**config.mk**
```make
export PLATFORM = sky130hd
export DESIGN_NAME = txqfc_regs
export DESIGN_NICKNAME = d
export VERILOG_FILES = /design/src/logic/txqfc_pkg.sv /design/src/logic/txqfc_csr_if.sv /design/src/logic/txqfc_spi_slave.sv /design/src/logic/txqfc_regs.sv
export SDC_FILE = /design/constraint.sdc
export NUM_CORES = 2
export LEC_CHECK = 0
export ABC_AREA = 0
export BUFFER_PORTS_ARGS = -buffer_cell sky130_fd_sc_hd__buf_4
export CAP_MARGIN = 20
export CORE_UTILIZATION = 25
export CTS_CLUSTER_DIAMETER = 120
export DETAILED_ROUTE_END_ITERATION = 16
export PLACE_DENSITY = 0.36
export REMOVE_ABC_BUFFERS = 1
export SETUP_SLACK_MARGIN = 0.1
export SLEW_MARGIN = 40
export SYNTH_ARGS = -nofsm -noshare
export SYNTH_HDL_FRONTEND = slang
export SYNTH_HIERARCHICAL = 1
export SYNTH_SLANG_ARGS = --single-unit
export TNS_END_PERCENT = 100
```
**constraint.sdc**
```tcl
create_clock -name ref_clk -period 7.15 [get_ports ref_clk]
set_input_delay 1.43 -clock ref_clk [delete_from_list [all_inputs] [get_ports ref_clk]]
set_output_delay 1.43 -clock ref_clk [all_outputs]
set_load 0.005 [all_outputs]
```
**src/logic/txqfc_pkg.sv**
```systemverilog
// constants for the transmit queue status and fifo control register bank
package txqfc_pkg;
    localparam int NUM_FIFOS = 31;
    // register byte addresses on the serial link
    localparam logic [11:0] TXQ_STA_ADDR  = 12'h000;
    localparam logic [11:0] TXQ_HEAD_ADDR = 12'h004;
    localparam logic [11:0] FCON_BASE     = 12'h080;
    localparam logic [11:0] FCON_STRIDE   = 12'h004;
    // serial frame layout
    localparam logic [3:0] CMD_WRITE  = 4'h2;
    localparam logic [3:0] CMD_READ   = 4'h3;
    localparam logic [5:0] HDR_BITS   = 6'h10;
    localparam logic [5:0] FRAME_BITS = 6'h30;
    // queue status word fields
    localparam int STA_ABT  = 7;
    localparam int STA_ARB  = 6;
    localparam int STA_ERR  = 5;
    localparam int STA_ATIF = 4;
    // fifo control word fields
    localparam int FCON_PL_LSB    = 29;
    localparam int FCON_DEP_LSB   = 24;
    localparam int FCON_RETRY_LSB = 21;
    localparam int FCON_PRI_LSB   = 16;
    localparam int FCON_CLR       = 10;
    localparam int FCON_REQ       = 9;
    localparam int FCON_ADV       = 8;
    localparam int FCON_DIR       = 7;
    localparam int FCON_RTR       = 6;
    localparam int FCON_RXTS      = 5;
    localparam logic [31:0] FCON_CFG_MASK = 32'hFF00_00A0;
    localparam logic [31:0] FCON_RUN_MASK = 32'h007F_005F;
    localparam logic [31:0] FCON_RST      = 32'h0060_0000;
    localparam logic        FCON_CLR_RST  = 1'h1;
    // retry policy codes as seen by the protocol engine
    localparam logic [1:0] RETRY_UNLIMITED = 2'h2;
    // message object header bytes ahead of the payload
    localparam logic [7:0] OBJ_HDR_BYTES = 8'h08;
endpackage

```
**src/logic/txqfc_csr_if.sv**
```systemverilog
// register access strobes between the serial slave and the register bank
`timescale 1ns/1ps
`default_nettype none
interface txqfc_csr_if;
    logic        wr_stb;
    logic [11:0] addr;
    logic [31:0] wdata;
    logic [31:0] rdata;
    modport spi (output wr_stb, output addr, output wdata, input rdata);
    modport regs (input wr_stb, input addr, input wdata, output rdata);
endinterface
`default_nettype wire

```
**src/logic/txqfc_spi_slave.sv**
```systemverilog
// serial slave: 4-bit command, 12-bit address, 32-bit word, mode 0
`timescale 1ns/1ps
`default_nettype none
module txqfc_spi_slave
(
    // clock and reset
    input  wire logic ref_clk,
    input  wire logic nrst,
    // serial pins
    input  wire logic spi_sclk,
    input  wire logic spi_cs_n,
    input  wire logic spi_mosi,
    output var  logic spi_miso,
    output var  logic spi_miso_oe_n,
    // register side
    txqfc_csr_if.spi  csr
);
    logic [2:0]  sclk_q;
    logic [1:0]  cs_q;
    logic [1:0]  mosi_q;
    logic [5:0]  cnt;
    logic [31:0] sh_in;
    logic [31:0] sh_out;
    logic [3:0]  cmd;
    logic        load;

    wire        sel      = ~cs_q[1];
    wire        rise     = sclk_q[1] & ~sclk_q[2];
    wire        fall     = ~sclk_q[1] & sclk_q[2];
    wire [31:0] next_in  = {sh_in[30:0], mosi_q[1]};
    wire        hdr_done = rise && sel && (cnt == txqfc_pkg::HDR_BITS - 6'h01);
    wire        frm_done = rise && sel && (cnt == txqfc_pkg::FRAME_BITS - 6'h01);
    wire        shift_out = fall && sel && (cnt >= txqfc_pkg::HDR_BITS);

    // only the second stage and the edge history are read
    always_ff @(posedge ref_clk or negedge nrst)
    begin
        if (!nrst)
        begin
            sclk_q <= 3'h0;
            cs_q   <= 2'h3;
            mosi_q <= 2'h0;
        end
        else
        begin
            sclk_q <= {sclk_q[1:0], spi_sclk};
            cs_q   <= {cs_q[0], spi_cs_n};
            mosi_q <= {mosi_q[0], spi_mosi};
        end
    end

    // bits beyond one 48-bit frame are ignored until chip select rises
    always_ff @(posedge ref_clk or negedge nrst)
    begin
        if (!nrst)
            cnt <= 6'h00;
        else if (!sel)
            cnt <= 6'h00;
        else if (rise && cnt < txqfc_pkg::FRAME_BITS)
            cnt <= cnt + 6'h01;
    end

    always_ff @(posedge ref_clk or negedge nrst)
    begin
        if (!nrst)
        begin
            sh_in     <= 32'h0000_0000;
            cmd       <= 4'h0;
            csr.addr  <= 12'h000;
            csr.wdata <= 32'h0000_0000;
        end
        else
        begin
            if (rise && sel)
                sh_in <= next_in;
            if (hdr_done)
            begin
                cmd      <= next_in[15:12];
                csr.addr <= next_in[11:0];
            end
            if (frm_done)
                csr.wdata <= next_in;
        end
    end

    always_ff @(posedge ref_clk or negedge nrst)
    begin
        if (!nrst)
        begin
            csr.wr_stb <= 1'b0;
            load       <= 1'b0;
        end
        else
        begin
            csr.wr_stb <= frm_done && (cmd == txqfc_pkg::CMD_WRITE);
            load       <= hdr_done && (next_in[15:12] == txqfc_pkg::CMD_READ);
        end
    end

    // read data is captured once; the host sees a snapshot, not live flags
    always_ff @(posedge ref_clk or negedge nrst)
    begin
        if (!nrst)
        begin
            sh_out        <= 32'h0000_0000;
            spi_miso      <= 1'b0;
            spi_miso_oe_n <= 1'b1;
        end
        else
        begin
            spi_miso_oe_n <= ~sel;
            if (load)
                sh_out <= csr.rdata;
            else if (shift_out)
                {spi_miso, sh_out} <= {sh_out, 1'b0};
            else if (!sel)
                spi_miso <= 1'b0;
        end
    end
endmodule
`default_nettype wire

```
**src/logic/txqfc_regs.sv**
```systemverilog
// transmit queue status, head address and fifo control register bank
`timescale 1ns/1ps
`default_nettype none
module txqfc_regs
#(
    parameter int NUM_FIFOS = txqfc_pkg::NUM_FIFOS
)
(
    // clock and reset
    input  wire logic                 ref_clk,
    input  wire logic                 nrst,
    // serial pins
    input  wire logic                 spi_sclk,
    input  wire logic                 spi_cs_n,
    input  wire logic                 spi_mosi,
    output var  logic                 spi_miso,
    output var  logic                 spi_miso_oe_n,
    // controller mode
    input  wire logic                 config_mode,
    input  wire logic                 global_retry_limit_enable,
    // transmit queue set-up
    input  wire logic [4:0]           txq_depth_code,
    input  wire logic [2:0]           txq_payload_code,
    input  wire logic [31:0]          txq_ram_base,
    // transmit queue events
    input  wire logic                 txq_push,
    input  wire logic                 txq_send_request_set,
    input  wire logic                 txq_msg_end,
    input  wire logic                 txq_end_aborted,
    input  wire logic                 txq_end_arb_lost,
    input  wire logic                 txq_end_bus_error,
    input  wire logic                 txq_attempts_exhausted,
    input  wire logic                 txq_reset,
    // fifo events from the protocol engine
    input  wire logic [NUM_FIFOS-1:0] fifo_all_sent,
    // fifo selected for the engine to inspect
    input  wire logic [4:0]           sel_fifo,
    output var  logic [6:0]           sel_payload_bytes,
    output var  logic [5:0]           sel_depth,
    output var  logic [1:0]           sel_retry_policy,
    output var  logic [4:0]           sel_priority,
    output var  logic                 sel_remote_reply_en,
    output var  logic                 sel_rx_ts_en,
    // per fifo controls
    output var  logic [NUM_FIFOS-1:0] fifo_send_request,
    output var  logic [NUM_FIFOS-1:0] fifo_is_tx,
    output var  logic [NUM_FIFOS-1:0] fifo_reset_pulse,
    output var  logic [NUM_FIFOS-1:0] fifo_abort_req,
    output var  logic [NUM_FIFOS-1:0] fifo_advance
);
    txqfc_csr_if csr ();

    txqfc_spi_slave u_spi
    (
        .ref_clk       (ref_clk),
        .nrst          (nrst),
        .spi_sclk      (spi_sclk),
        .spi_cs_n      (spi_cs_n),
        .spi_mosi      (spi_mosi),
        .spi_miso      (spi_miso),
        .spi_miso_oe_n (spi_miso_oe_n),
        .csr           (csr.spi)
    );

    function automatic logic [6:0] payload_bytes(input logic [2:0] code);
        case (code)
            3'h0:    payload_bytes = 7'h08;
            3'h1:    payload_bytes = 7'h0C;
            3'h2:    payload_bytes = 7'h10;
            3'h3:    payload_bytes = 7'h14;
            3'h4:    payload_bytes = 7'h18;
            3'h5:    payload_bytes = 7'h20;
            3'h6:    payload_bytes = 7'h30;
            default: payload_bytes = 7'h40;
        endcase
    endfunction

    // returns fifo number 1..31 for an aligned control address, else zero
    function automatic logic [5:0] fcon_sel(input logic [11:0] a);
        logic [11:0] off;
        off = a - txqfc_pkg::FCON_BASE;
        fcon_sel = 6'h00;
        if (a > txqfc_pkg::FCON_BASE && off[1:0] == 2'h0
            && off <= 12'(NUM_FIFOS) * txqfc_pkg::FCON_STRIDE)
            fcon_sel = off[7:2];
    endfunction

    // ---- transmit queue occupancy
    logic [4:0] send_idx;
    logic [4:0] head_idx;
    logic [5:0] q_count;
    logic       flag_abt;
    logic       flag_arb;
    logic       flag_err;
    logic       flag_atif;

    wire [5:0] q_depth  = {1'b0, txq_depth_code} + 6'h01;
    wire       q_empty  = q_count == 6'h00;
    wire       q_full   = q_count >= q_depth;
    wire       do_push  = txq_push && !q_full;
    wire       do_pop   = txq_msg_end && !q_empty;
    wire [4:0] next_send_idx = (send_idx >= txq_depth_code) ? 5'h00 : send_idx + 5'h01;
    wire [4:0] next_head_idx = (head_idx >= txq_depth_code) ? 5'h00 : head_idx + 5'h01;

    always_ff @(posedge ref_clk or negedge nrst)
    begin
        if (!nrst)
        begin
            send_idx <= 5'h00;
            head_idx <= 5'h00;
            q_count  <= 6'h00;
        end
        else if (txq_reset)
        begin
            send_idx <= 5'h00;
            head_idx <= 5'h00;
            q_count  <= 6'h00;
        end
        else
        begin
            if (do_pop)
                send_idx <= next_send_idx;
            if (do_push)
                head_idx <= next_head_idx;
            q_count <= q_count + {5'h00, do_push} - {5'h00, do_pop};
        end
    end

    // ---- queue status flags; a message end (for atif, an exhausted attempt) in the clearing cycle wins
    wire wr_sta   = csr.wr_stb && csr.addr == txqfc_pkg::TXQ_STA_ADDR;
    wire clr_any  = txq_send_request_set || txq_reset;
    wire clr_abt  = clr_any || (wr_sta && !csr.wdata[txqfc_pkg::STA_ABT]);
    wire clr_arb  = clr_any || (wr_sta && !csr.wdata[txqfc_pkg::STA_ARB]);
    wire clr_err  = clr_any || (wr_sta && !csr.wdata[txqfc_pkg::STA_ERR]);
    wire clr_atif = clr_any || (wr_sta && !csr.wdata[txqfc_pkg::STA_ATIF]);

    always_ff @(posedge ref_clk or negedge nrst)
    begin
        if (!nrst)
        begin
            flag_abt <= 1'b0;
            flag_arb <= 1'b0;
            flag_err <= 1'b0;
        end
        else if (txq_msg_end)
        begin
            flag_abt <= txq_end_aborted;
            flag_arb <= txq_end_arb_lost;
            flag_err <= txq_end_bus_error;
        end
        else
        begin
            flag_abt <= flag_abt && !clr_abt;
            flag_arb <= flag_arb && !clr_arb;
            flag_err <= flag_err && !clr_err;
        end
    end

    always_ff @(posedge ref_clk or negedge nrst)
    begin
        if (!nrst)
            flag_atif <= 1'b0;
        else
            flag_atif <= txq_attempts_exhausted || (flag_atif && !clr_atif);
    end

    wire [31:0] sta_word = {19'h0, send_idx,
                            flag_abt, flag_arb, flag_err, flag_atif,
                            1'b0, q_empty, 1'b0, !q_full};

    // undefined while configuration rewrites the queue set-up
    wire [7:0]  obj_bytes = txqfc_pkg::OBJ_HDR_BYTES + {1'b0, payload_bytes(txq_payload_code)};
    wire [31:0] head_addr = txq_ram_base + 32'(head_idx) * 32'(obj_bytes);

    // ---- fifo control registers
    logic [31:0]          fcon [NUM_FIFOS];
    logic [31:0]          rd_word [NUM_FIFOS];
    logic [NUM_FIFOS-1:0] fclr;

    wire [5:0] wsel = csr.wr_stb ? fcon_sel(csr.addr) : 6'h00;
    wire [5:0] rsel = fcon_sel(csr.addr);

    genvar gi;
    generate
        for (gi = 0; gi < NUM_FIFOS; gi++)
        begin : g_fifo
            wire        hit     = wsel == 6'(gi + 1);
            wire        is_tx   = fcon[gi][txqfc_pkg::FCON_DIR];
            wire        reset_now = fclr[gi] && !config_mode;
            wire        set_req = hit && is_tx && csr.wdata[txqfc_pkg::FCON_REQ];
            wire        abt_req = hit && fifo_send_request[gi]
                                  && !csr.wdata[txqfc_pkg::FCON_REQ];
            wire        hw_clr  = fifo_all_sent[gi] || fclr[gi];
            wire [31:0] cfg_src = config_mode ? csr.wdata : fcon[gi];
            wire [31:0] next_fcon = hit ? (cfg_src & txqfc_pkg::FCON_CFG_MASK)
                                          | (csr.wdata & txqfc_pkg::FCON_RUN_MASK)
                                        : fcon[gi];
            wire        next_req = set_req
                                   || (fifo_send_request[gi] && !hw_clr && !abt_req);
            wire        next_clr = config_mode
                                   || (hit && csr.wdata[txqfc_pkg::FCON_CLR]);

            always_ff @(posedge ref_clk or negedge nrst)
            begin
                if (!nrst)
                begin
                    fcon[gi]              <= txqfc_pkg::FCON_RST;
                    fclr[gi]              <= txqfc_pkg::FCON_CLR_RST;
                    fifo_send_request[gi] <= 1'b0;
                end
                else
                begin
                    fcon[gi]              <= next_fcon;
                    fclr[gi]              <= next_clr;
                    fifo_send_request[gi] <= next_req;
                end
            end

            // abort and advance follow the write by one cycle; the reset pulse follows the clear bit by one cycle, two after a write
            always_ff @(posedge ref_clk or negedge nrst)
            begin
                if (!nrst)
                begin
                    fifo_reset_pulse[gi] <= 1'b0;
                    fifo_abort_req[gi]   <= 1'b0;
                    fifo_advance[gi]     <= 1'b0;
                end
                else
                begin
                    fifo_reset_pulse[gi] <= reset_now;
                    fifo_abort_req[gi]   <= abt_req;
                    fifo_advance[gi]     <= hit && csr.wdata[txqfc_pkg::FCON_ADV];
                end
            end

            assign fifo_is_tx[gi] = is_tx;
            assign rd_word[gi]    = fcon[gi]
                                    | (32'(fclr[gi]) << txqfc_pkg::FCON_CLR)
                                    | (32'(fifo_send_request[gi]) << txqfc_pkg::FCON_REQ);
        end
    endgenerate

    // ---- read path; unmapped addresses read zero
    wire [4:0]  rd_slot = 5'(rsel - 6'h01);
    assign csr.rdata = (csr.addr == txqfc_pkg::TXQ_STA_ADDR)  ? sta_word
                     : (csr.addr == txqfc_pkg::TXQ_HEAD_ADDR) ? head_addr
                     : (rsel != 6'h00)                        ? rd_word[rd_slot]
                     : 32'h0000_0000;

    // ---- selected fifo view for the protocol engine
    wire        sel_ok   = sel_fifo != 5'h00 && 32'(sel_fifo) <= NUM_FIFOS;
    wire [4:0]  sel_slot = sel_fifo - 5'h01;
    wire [31:0] sel_word = sel_ok ? fcon[sel_slot] : 32'h0000_0000;
    wire [1:0]  sel_code = sel_word[txqfc_pkg::FCON_RETRY_LSB +: 2];
    wire [1:0]  eff_retry = sel_code[1] ? txqfc_pkg::RETRY_UNLIMITED : sel_code;

    always_ff @(posedge ref_clk or negedge nrst)
    begin
        if (!nrst)
        begin
            sel_payload_bytes   <= 7'h00;
            sel_depth           <= 6'h00;
            sel_retry_policy    <= 2'h0;
            sel_priority        <= 5'h00;
            sel_remote_reply_en <= 1'b0;
            sel_rx_ts_en        <= 1'b0;
        end
        else
        begin
            sel_payload_bytes <= payload_bytes(sel_word[txqfc_pkg::FCON_PL_LSB +: 3]);
            sel_depth         <= {1'b0, sel_word[txqfc_pkg::FCON_DEP_LSB +: 5]} + 6'h01;
            // without the global limit the engine retries without bound
            sel_retry_policy  <= global_retry_limit_enable ? eff_retry
                                                           : txqfc_pkg::RETRY_UNLIMITED;
            sel_priority      <= sel_word[txqfc_pkg::FCON_PRI_LSB +: 5];
            sel_remote_reply_en <= sel_word[txqfc_pkg::FCON_RTR];
            sel_rx_ts_en      <= sel_word[txqfc_pkg::FCON_RXTS];
        end
    end
endmodule
`default_nettype wire

```
## Word level (Yosys, flattened, before mapping)

Cells that the tools add are included.

| word-level totals | value |
|---|---|
| output and inout port bits | 179 |
| bits of input ports | 91 |
| register bits after elaboration | 1317 |

| cells by class | value |
|---|---|
| add/sub/neg operators | 12 |
| bitwise gates (word level) | 101 |
| order comparisons | 9 |
| muxes and demuxes | 63 |
| multipliers | 1 |
| reduce and logical (&&, ||, !) cells | 486 |
| equal/unequal tests | 48 |

Operators with widths:

| cell | number |
|---|---|
| 2-to-1 mux 32 bit | 41 |
| bitwise OR 32 x 10 -> 32 bit | 31 |
| bitwise OR 32 x 11 -> 32 bit | 31 |
| bitwise OR 32 x 23 -> 32 bit | 31 |
| binary-select mux 32 bit (select 5 bit) | 2 |
| logical AND 1 bit | 300 |
| logical OR 1 bit | 99 |
| case mux 7 bit (7 select lines) | 2 |
| equality test 6 x 5 -> 1 bit (second input constant) | 16 |
| logical NOT 1 bit | 74 |
| equality test 6 x 4 -> 1 bit (second input constant) | 9 |
| adder 32 x 13 -> 32 bit | 1 |
| 2-to-1 mux 5 bit | 6 |
| 2-to-1 mux 6 bit | 5 |
| equality test 6 x 3 -> 1 bit (second input constant) | 4 |
| equality test 3 bit (second input constant) | 6 |
| multiplier 5 x 8 -> 13 bit | 1 |
| adder 5 x 1 -> 6 bit (second input constant) | 2 |
| equality test 12 x 3 -> 1 bit (second input constant) | 1 |
| equality test 3 x 2 -> 1 bit (second input constant) | 4 |
| equality test 6 x 2 -> 1 bit (second input constant) | 2 |
| >= comparator 6 bit (second input constant) | 2 |
| > comparator 12 x 8 -> 1 bit (second input constant) | 1 |
| less-or-equal comparator 12 x 7 -> 1 bit (second input constant) | 1 |
| other kinds (28) | 48 |

## Logic depth before layout (Yosys ltp)

| logic depth | value |
|---|---|
| depth after elaboration | 14 |
| mapped depth | 24 |
| depth with buffers taken out | 23 |

## Modules after synthesis

Netlist, hierarchy kept.

Modules (own cells, without submodules):

| module | cells each | area each (µm²) | instances |
|---|---|---|---|
| txqfc_regs | 4060 | 47819.6 | 1 |
| txqfc_spi_slave | 416 | 5435.2 | 1 |

## Least setup slack after synthesis

OpenSTA, ideal clock, no wires.

| timing path | value |
|---|---|
| kind | input to register |
| from | input port txq_payload_code[0] |
| to | register u_spi.sh_out[31] |
| stages | 22 |
| path buffers | 0 |
| setup time | 0.077 ns |
| arrival | 6.025 ns |
| slack | 1.048 ns |
| cell sequence | nand2_1 -> nand2_1 -> inv_1 -> ha_1 -> xor2_1 -> nor2b_1 -> fa_1 -> inv_1 -> fa_1 -> fa_1 -> inv_1 -> ha_1 -> a21oi_1 -> nand2b_1 -> a2111oi_0 -> o31ai_1 -> a21oi_1 -> nand4_1 -> xor2_1 -> a211oi_1 -> nor2b_1 -> a21oi_1 |

| on the way | value |
|---|---|
| cells in the longest elaborated chain, start to end | 8 |
| elaborated cells between the ends (all ways) | 14 |
| those cells by class | add/sub (2); mul (1); eq/ne (6); mux (4); reduce/logical (1) |

Ends and longest elaborated chain:

| element | RTL line | text |
|---|---|---|
| from (decl) | txqfc_regs.sv:23 | `input wire logic [2:0] txq_payload_code,` |
| equality test 3 bit, or another cell as far along | txqfc_regs.sv:66 | `case (code)` |
| case mux 7 bit (7 select lines) * | txqfc_regs.sv:66 |  |
| adder 4 x 7 -> 8 bit * | txqfc_regs.sv:172 | `wire [7:0] obj_bytes = txqfc_pkg::OBJ_HDR_BYTES + {1'b0, payload_bytes(txq_payload_code)};` |
| multiplier 5 x 8 -> 13 bit * | txqfc_regs.sv:173 | `wire [31:0] head_addr = txq_ram_base + 32'(head_idx) * 32'(obj_bytes);` |
| adder 32 x 13 -> 32 bit * | txqfc_regs.sv:173 |  |
| 2-to-1 mux 32 bit * | txqfc_regs.sv:246 | `: (csr.addr == txqfc_pkg::TXQ_HEAD_ADDR) ? head_addr` |
| 2-to-1 mux 32 bit * | txqfc_regs.sv:245 | `assign csr.rdata = (csr.addr == txqfc_pkg::TXQ_STA_ADDR) ? sta_word` |
| via csr.rdata[31] | txqfc_csr_if.sv:8 | `logic [31:0] rdata;` |
| 2-to-1 mux 32 bit * | txqfc_spi_slave.sv:112 | `if (load)` |
| to (signal assigned) | txqfc_spi_slave.sv:113 | `sh_out <= csr.rdata;` |
| to (signal assigned) | txqfc_spi_slave.sv:115 | `{spi_miso, sh_out} <= {sh_out, 1'b0};` |
| to (decl) | txqfc_spi_slave.sv:23 | `logic [31:0] sh_out;` |

Mark *: on every way through the listed nets, which the timed path passes. The rest lies on a longest branch.
A chain may end at the register's enable or synchronous reset.

## Worst setup path after layout

Ends and elaborated chain as after synthesis.

==> flow_summary.yaml <==
clock_tree:
  post_cts_buffers: 0
  numClockSinks: 1030
  htreeDepth: 4
  cts_made_buffers: 134
  post_cts_resized: 0
  ctsHoldBuffers: 0
  cts_buffer_depth: 3
  cts_tree: "yes"
  cts_root_buf: "clkbuf_16"
  clock_latency_ps: 800
  clk_pin_slew_ps: 60
floorplan:
  start_util_pct: 25.2
  die_h_microns: 463
  core_sq_mm: 0.210
  rows: 168
  io_pins: 270
  die_w_microns: 463
  dieArea_sq_mm: 0.214
power:
  comb_power_share_pct: 6.4
  p_leak_nw: 28.1
  power_frac_clock_pct: 49.6
  power_density_mw_per_mm2: 215
  pwr-share-seq_pct: 44.0
  p_sw_mw: 3.42
  total_power_mw: 13.6
  p_int_mw: 10.2
  ir_worst_vdd_uv: 235
  swShare_pct: 25.2
worst_setup_path:
  path_class: "in2reg"
  cp-start-kind: "input pin"
  crit_required_ps: 7880
  cp_max_fo: 8
  cp.arrival_ps: 6740
  worstSetupEndpointType: "register"
global_route:
  grtUsageTotal_pct: 20.5
  grt_overflow: 0
  grt_pass1_wl_microns: 318000
  grt_pass1_vias: 39763
  grt_max_degree: 141
  antenna_found_initial: 18
layout:
  fin_nets: 4848
  design_area_sq_mm: 0.0634
  layout_commonest_cell: "dfrtp_1"
  layout-drive-gt1-share_pct: 38.2
  final_cells: 7600
  fillers: 21527
  multiInputGateArea_sq_mm: 0.0257
  layout_common_cells: "924 x dfrtp_1, 728 x mux2_2, 684 x nand2_1, 416 x buf_4, 244 x mux4_2"
  area_delta_synth_final_pct: 19.5
  seq_area_sq_mm: 0.0259
drt:
  viasPerCell: 5.06
  first_pass_iters: 7
  drtIter0Drc: 2940
  routed_wl_microns: 221000
  wl_per_cell_microns: 29.1
  post-route-drc-count: 0
  vias: 38478
  ant_nets: 0
timing:
  worst_pin_slew_ps: 896
  setup_viol: 0
  finalClockSkew_ps: 40.1
  min_period_ps: 6010
  rsz0062_at_grt: "false"
  max_freq_ghz: 0.166
  finalHoldViolCount: 0
  drv_slew: 0
  slew-limit-headroom_pct: 38.6
  fin_crit_sh_pct: 84.0
min_path:
  hp-class: "reg2reg"
status:
  outcome: "finished clean"
logic_synthesis:
  avgSynthCellArea_sq_um: 11.9
  netlist_instances: 4464
  synth_area_sq_mm: 0.0530
  synth_warnings: 6
placed_design:
  dp_cells: 7345
  port_buffers: 267
  placed_area_sq_mm: 0.0589
  post-dp-hpwl_microns: 147000
  gp_congestion: 0.807
job:
  maxCapViolations: 0
worst paths after layout:
check / startpoint / end / slack (ps) / cells after the start
setup / recovery: txq_payload_code[0] / u_spi/sh_out[31] / 1140 / 24
hold / removal: u_spi/cs_q[0] / u_spi/cs_q[1] / 360 / 0
setup reg to reg: u_spi/csr.addr[7] / u_spi/sh_out[24] / 1450 / 18
hold reg to reg: u_spi/cs_q[0] / u_spi/cs_q[1] / 360 / 0
max in group asynchronous: nrst / fcon[444] / 4900 / 4
min in group asynchronous: nrst / fifo_reset_pulse[16] / 510 / 1
state kept, by name, indices dropped and copies added (netlist names), 26 cells and up:
| register | cells |
|---|---|
| fclr | 31 |
| u_spi/sh_in | 31 |
| fcon | 682 |
| fifo_advance | 31 |
| u_spi/csr.wdata | 26 |
| u_spi/sh_out | 32 |
| fifo_send_request | 31 |
| fifo_abort_req | 31 |
| fifo_is_tx | 31 |
| fifo_reset_pulse | 31 |
stage by stage:
step | TNS [ps] | setup slack [ps] | hold slack (ps) | util [%]
2_1_floorplan | -1371400 | -25260 | 331 | -
3_5_place_dp | 0 | 310 | 350 | 28.0
5_1_grt | 0 | 766 | 365 | 30.1
3_3_place_gp | 0 | 273 | 346 | 27.9
6_report | 0 | 1140 | 359 | 30.1
4_1_cts | 0 | 1110 | 363 | 30.1
power by group through the flow:
stage	registers [mW]	logic [mW]	clock network [mW]
5_1_grt	5.99	0.980	7.17
2_1_floorplan	6.06	0.436	0
3_5_place_dp	6.08	0.883	0
3_3_place_gp	6.09	0.886	0
6_report	5.98	0.870	6.74
4_1_cts	5.98	0.890	6.95
worst max-delay path, cell delays in order:
cell,delay [ps]
buf_4,120
nand2_1,100
nand2_1,110
inv_1,130
ha_1,170
xor2_1,400
nor2b_1,110
fa_1,490
inv_1,50
fa_1,500
fa_1,500
inv_1,50
ha_1,300
a21oi_1,90
nand2b_1,180
a2111oi_0,700
o31ai_1,220
a21oi_1,180
buf_4,200
nand4_1,130
xor2_1,150
a211oi_1,220
nor2b_1,70
a21oi_1,110
area by class of cell:
cell class                 instances  share of cell area (%)
antenna                            6                  0.0237
clock buffer                     212                    6.32
clock inverter                    33                   0.468
inverter                          70                   0.415
multi-input combinational       3000                    40.5
sequential                      1030                    40.9
tap                             2805                    5.54
timing repair buffer             444                    5.84
routing by layer:
layer | vias to the layer above | part of all wire, % | global-route usage, %
li1 | 16591 | - | -
met1 | 20538 | 48 | 29.8
met2 | 1116 | 45 | 31.7
met3 | 231 | 4.6 | 2.94
met4 | 2 | 2.4 | 5.38
met5 | - | 0.0050 | 0
Note: power is estimated with default switching activity, not from simulation.
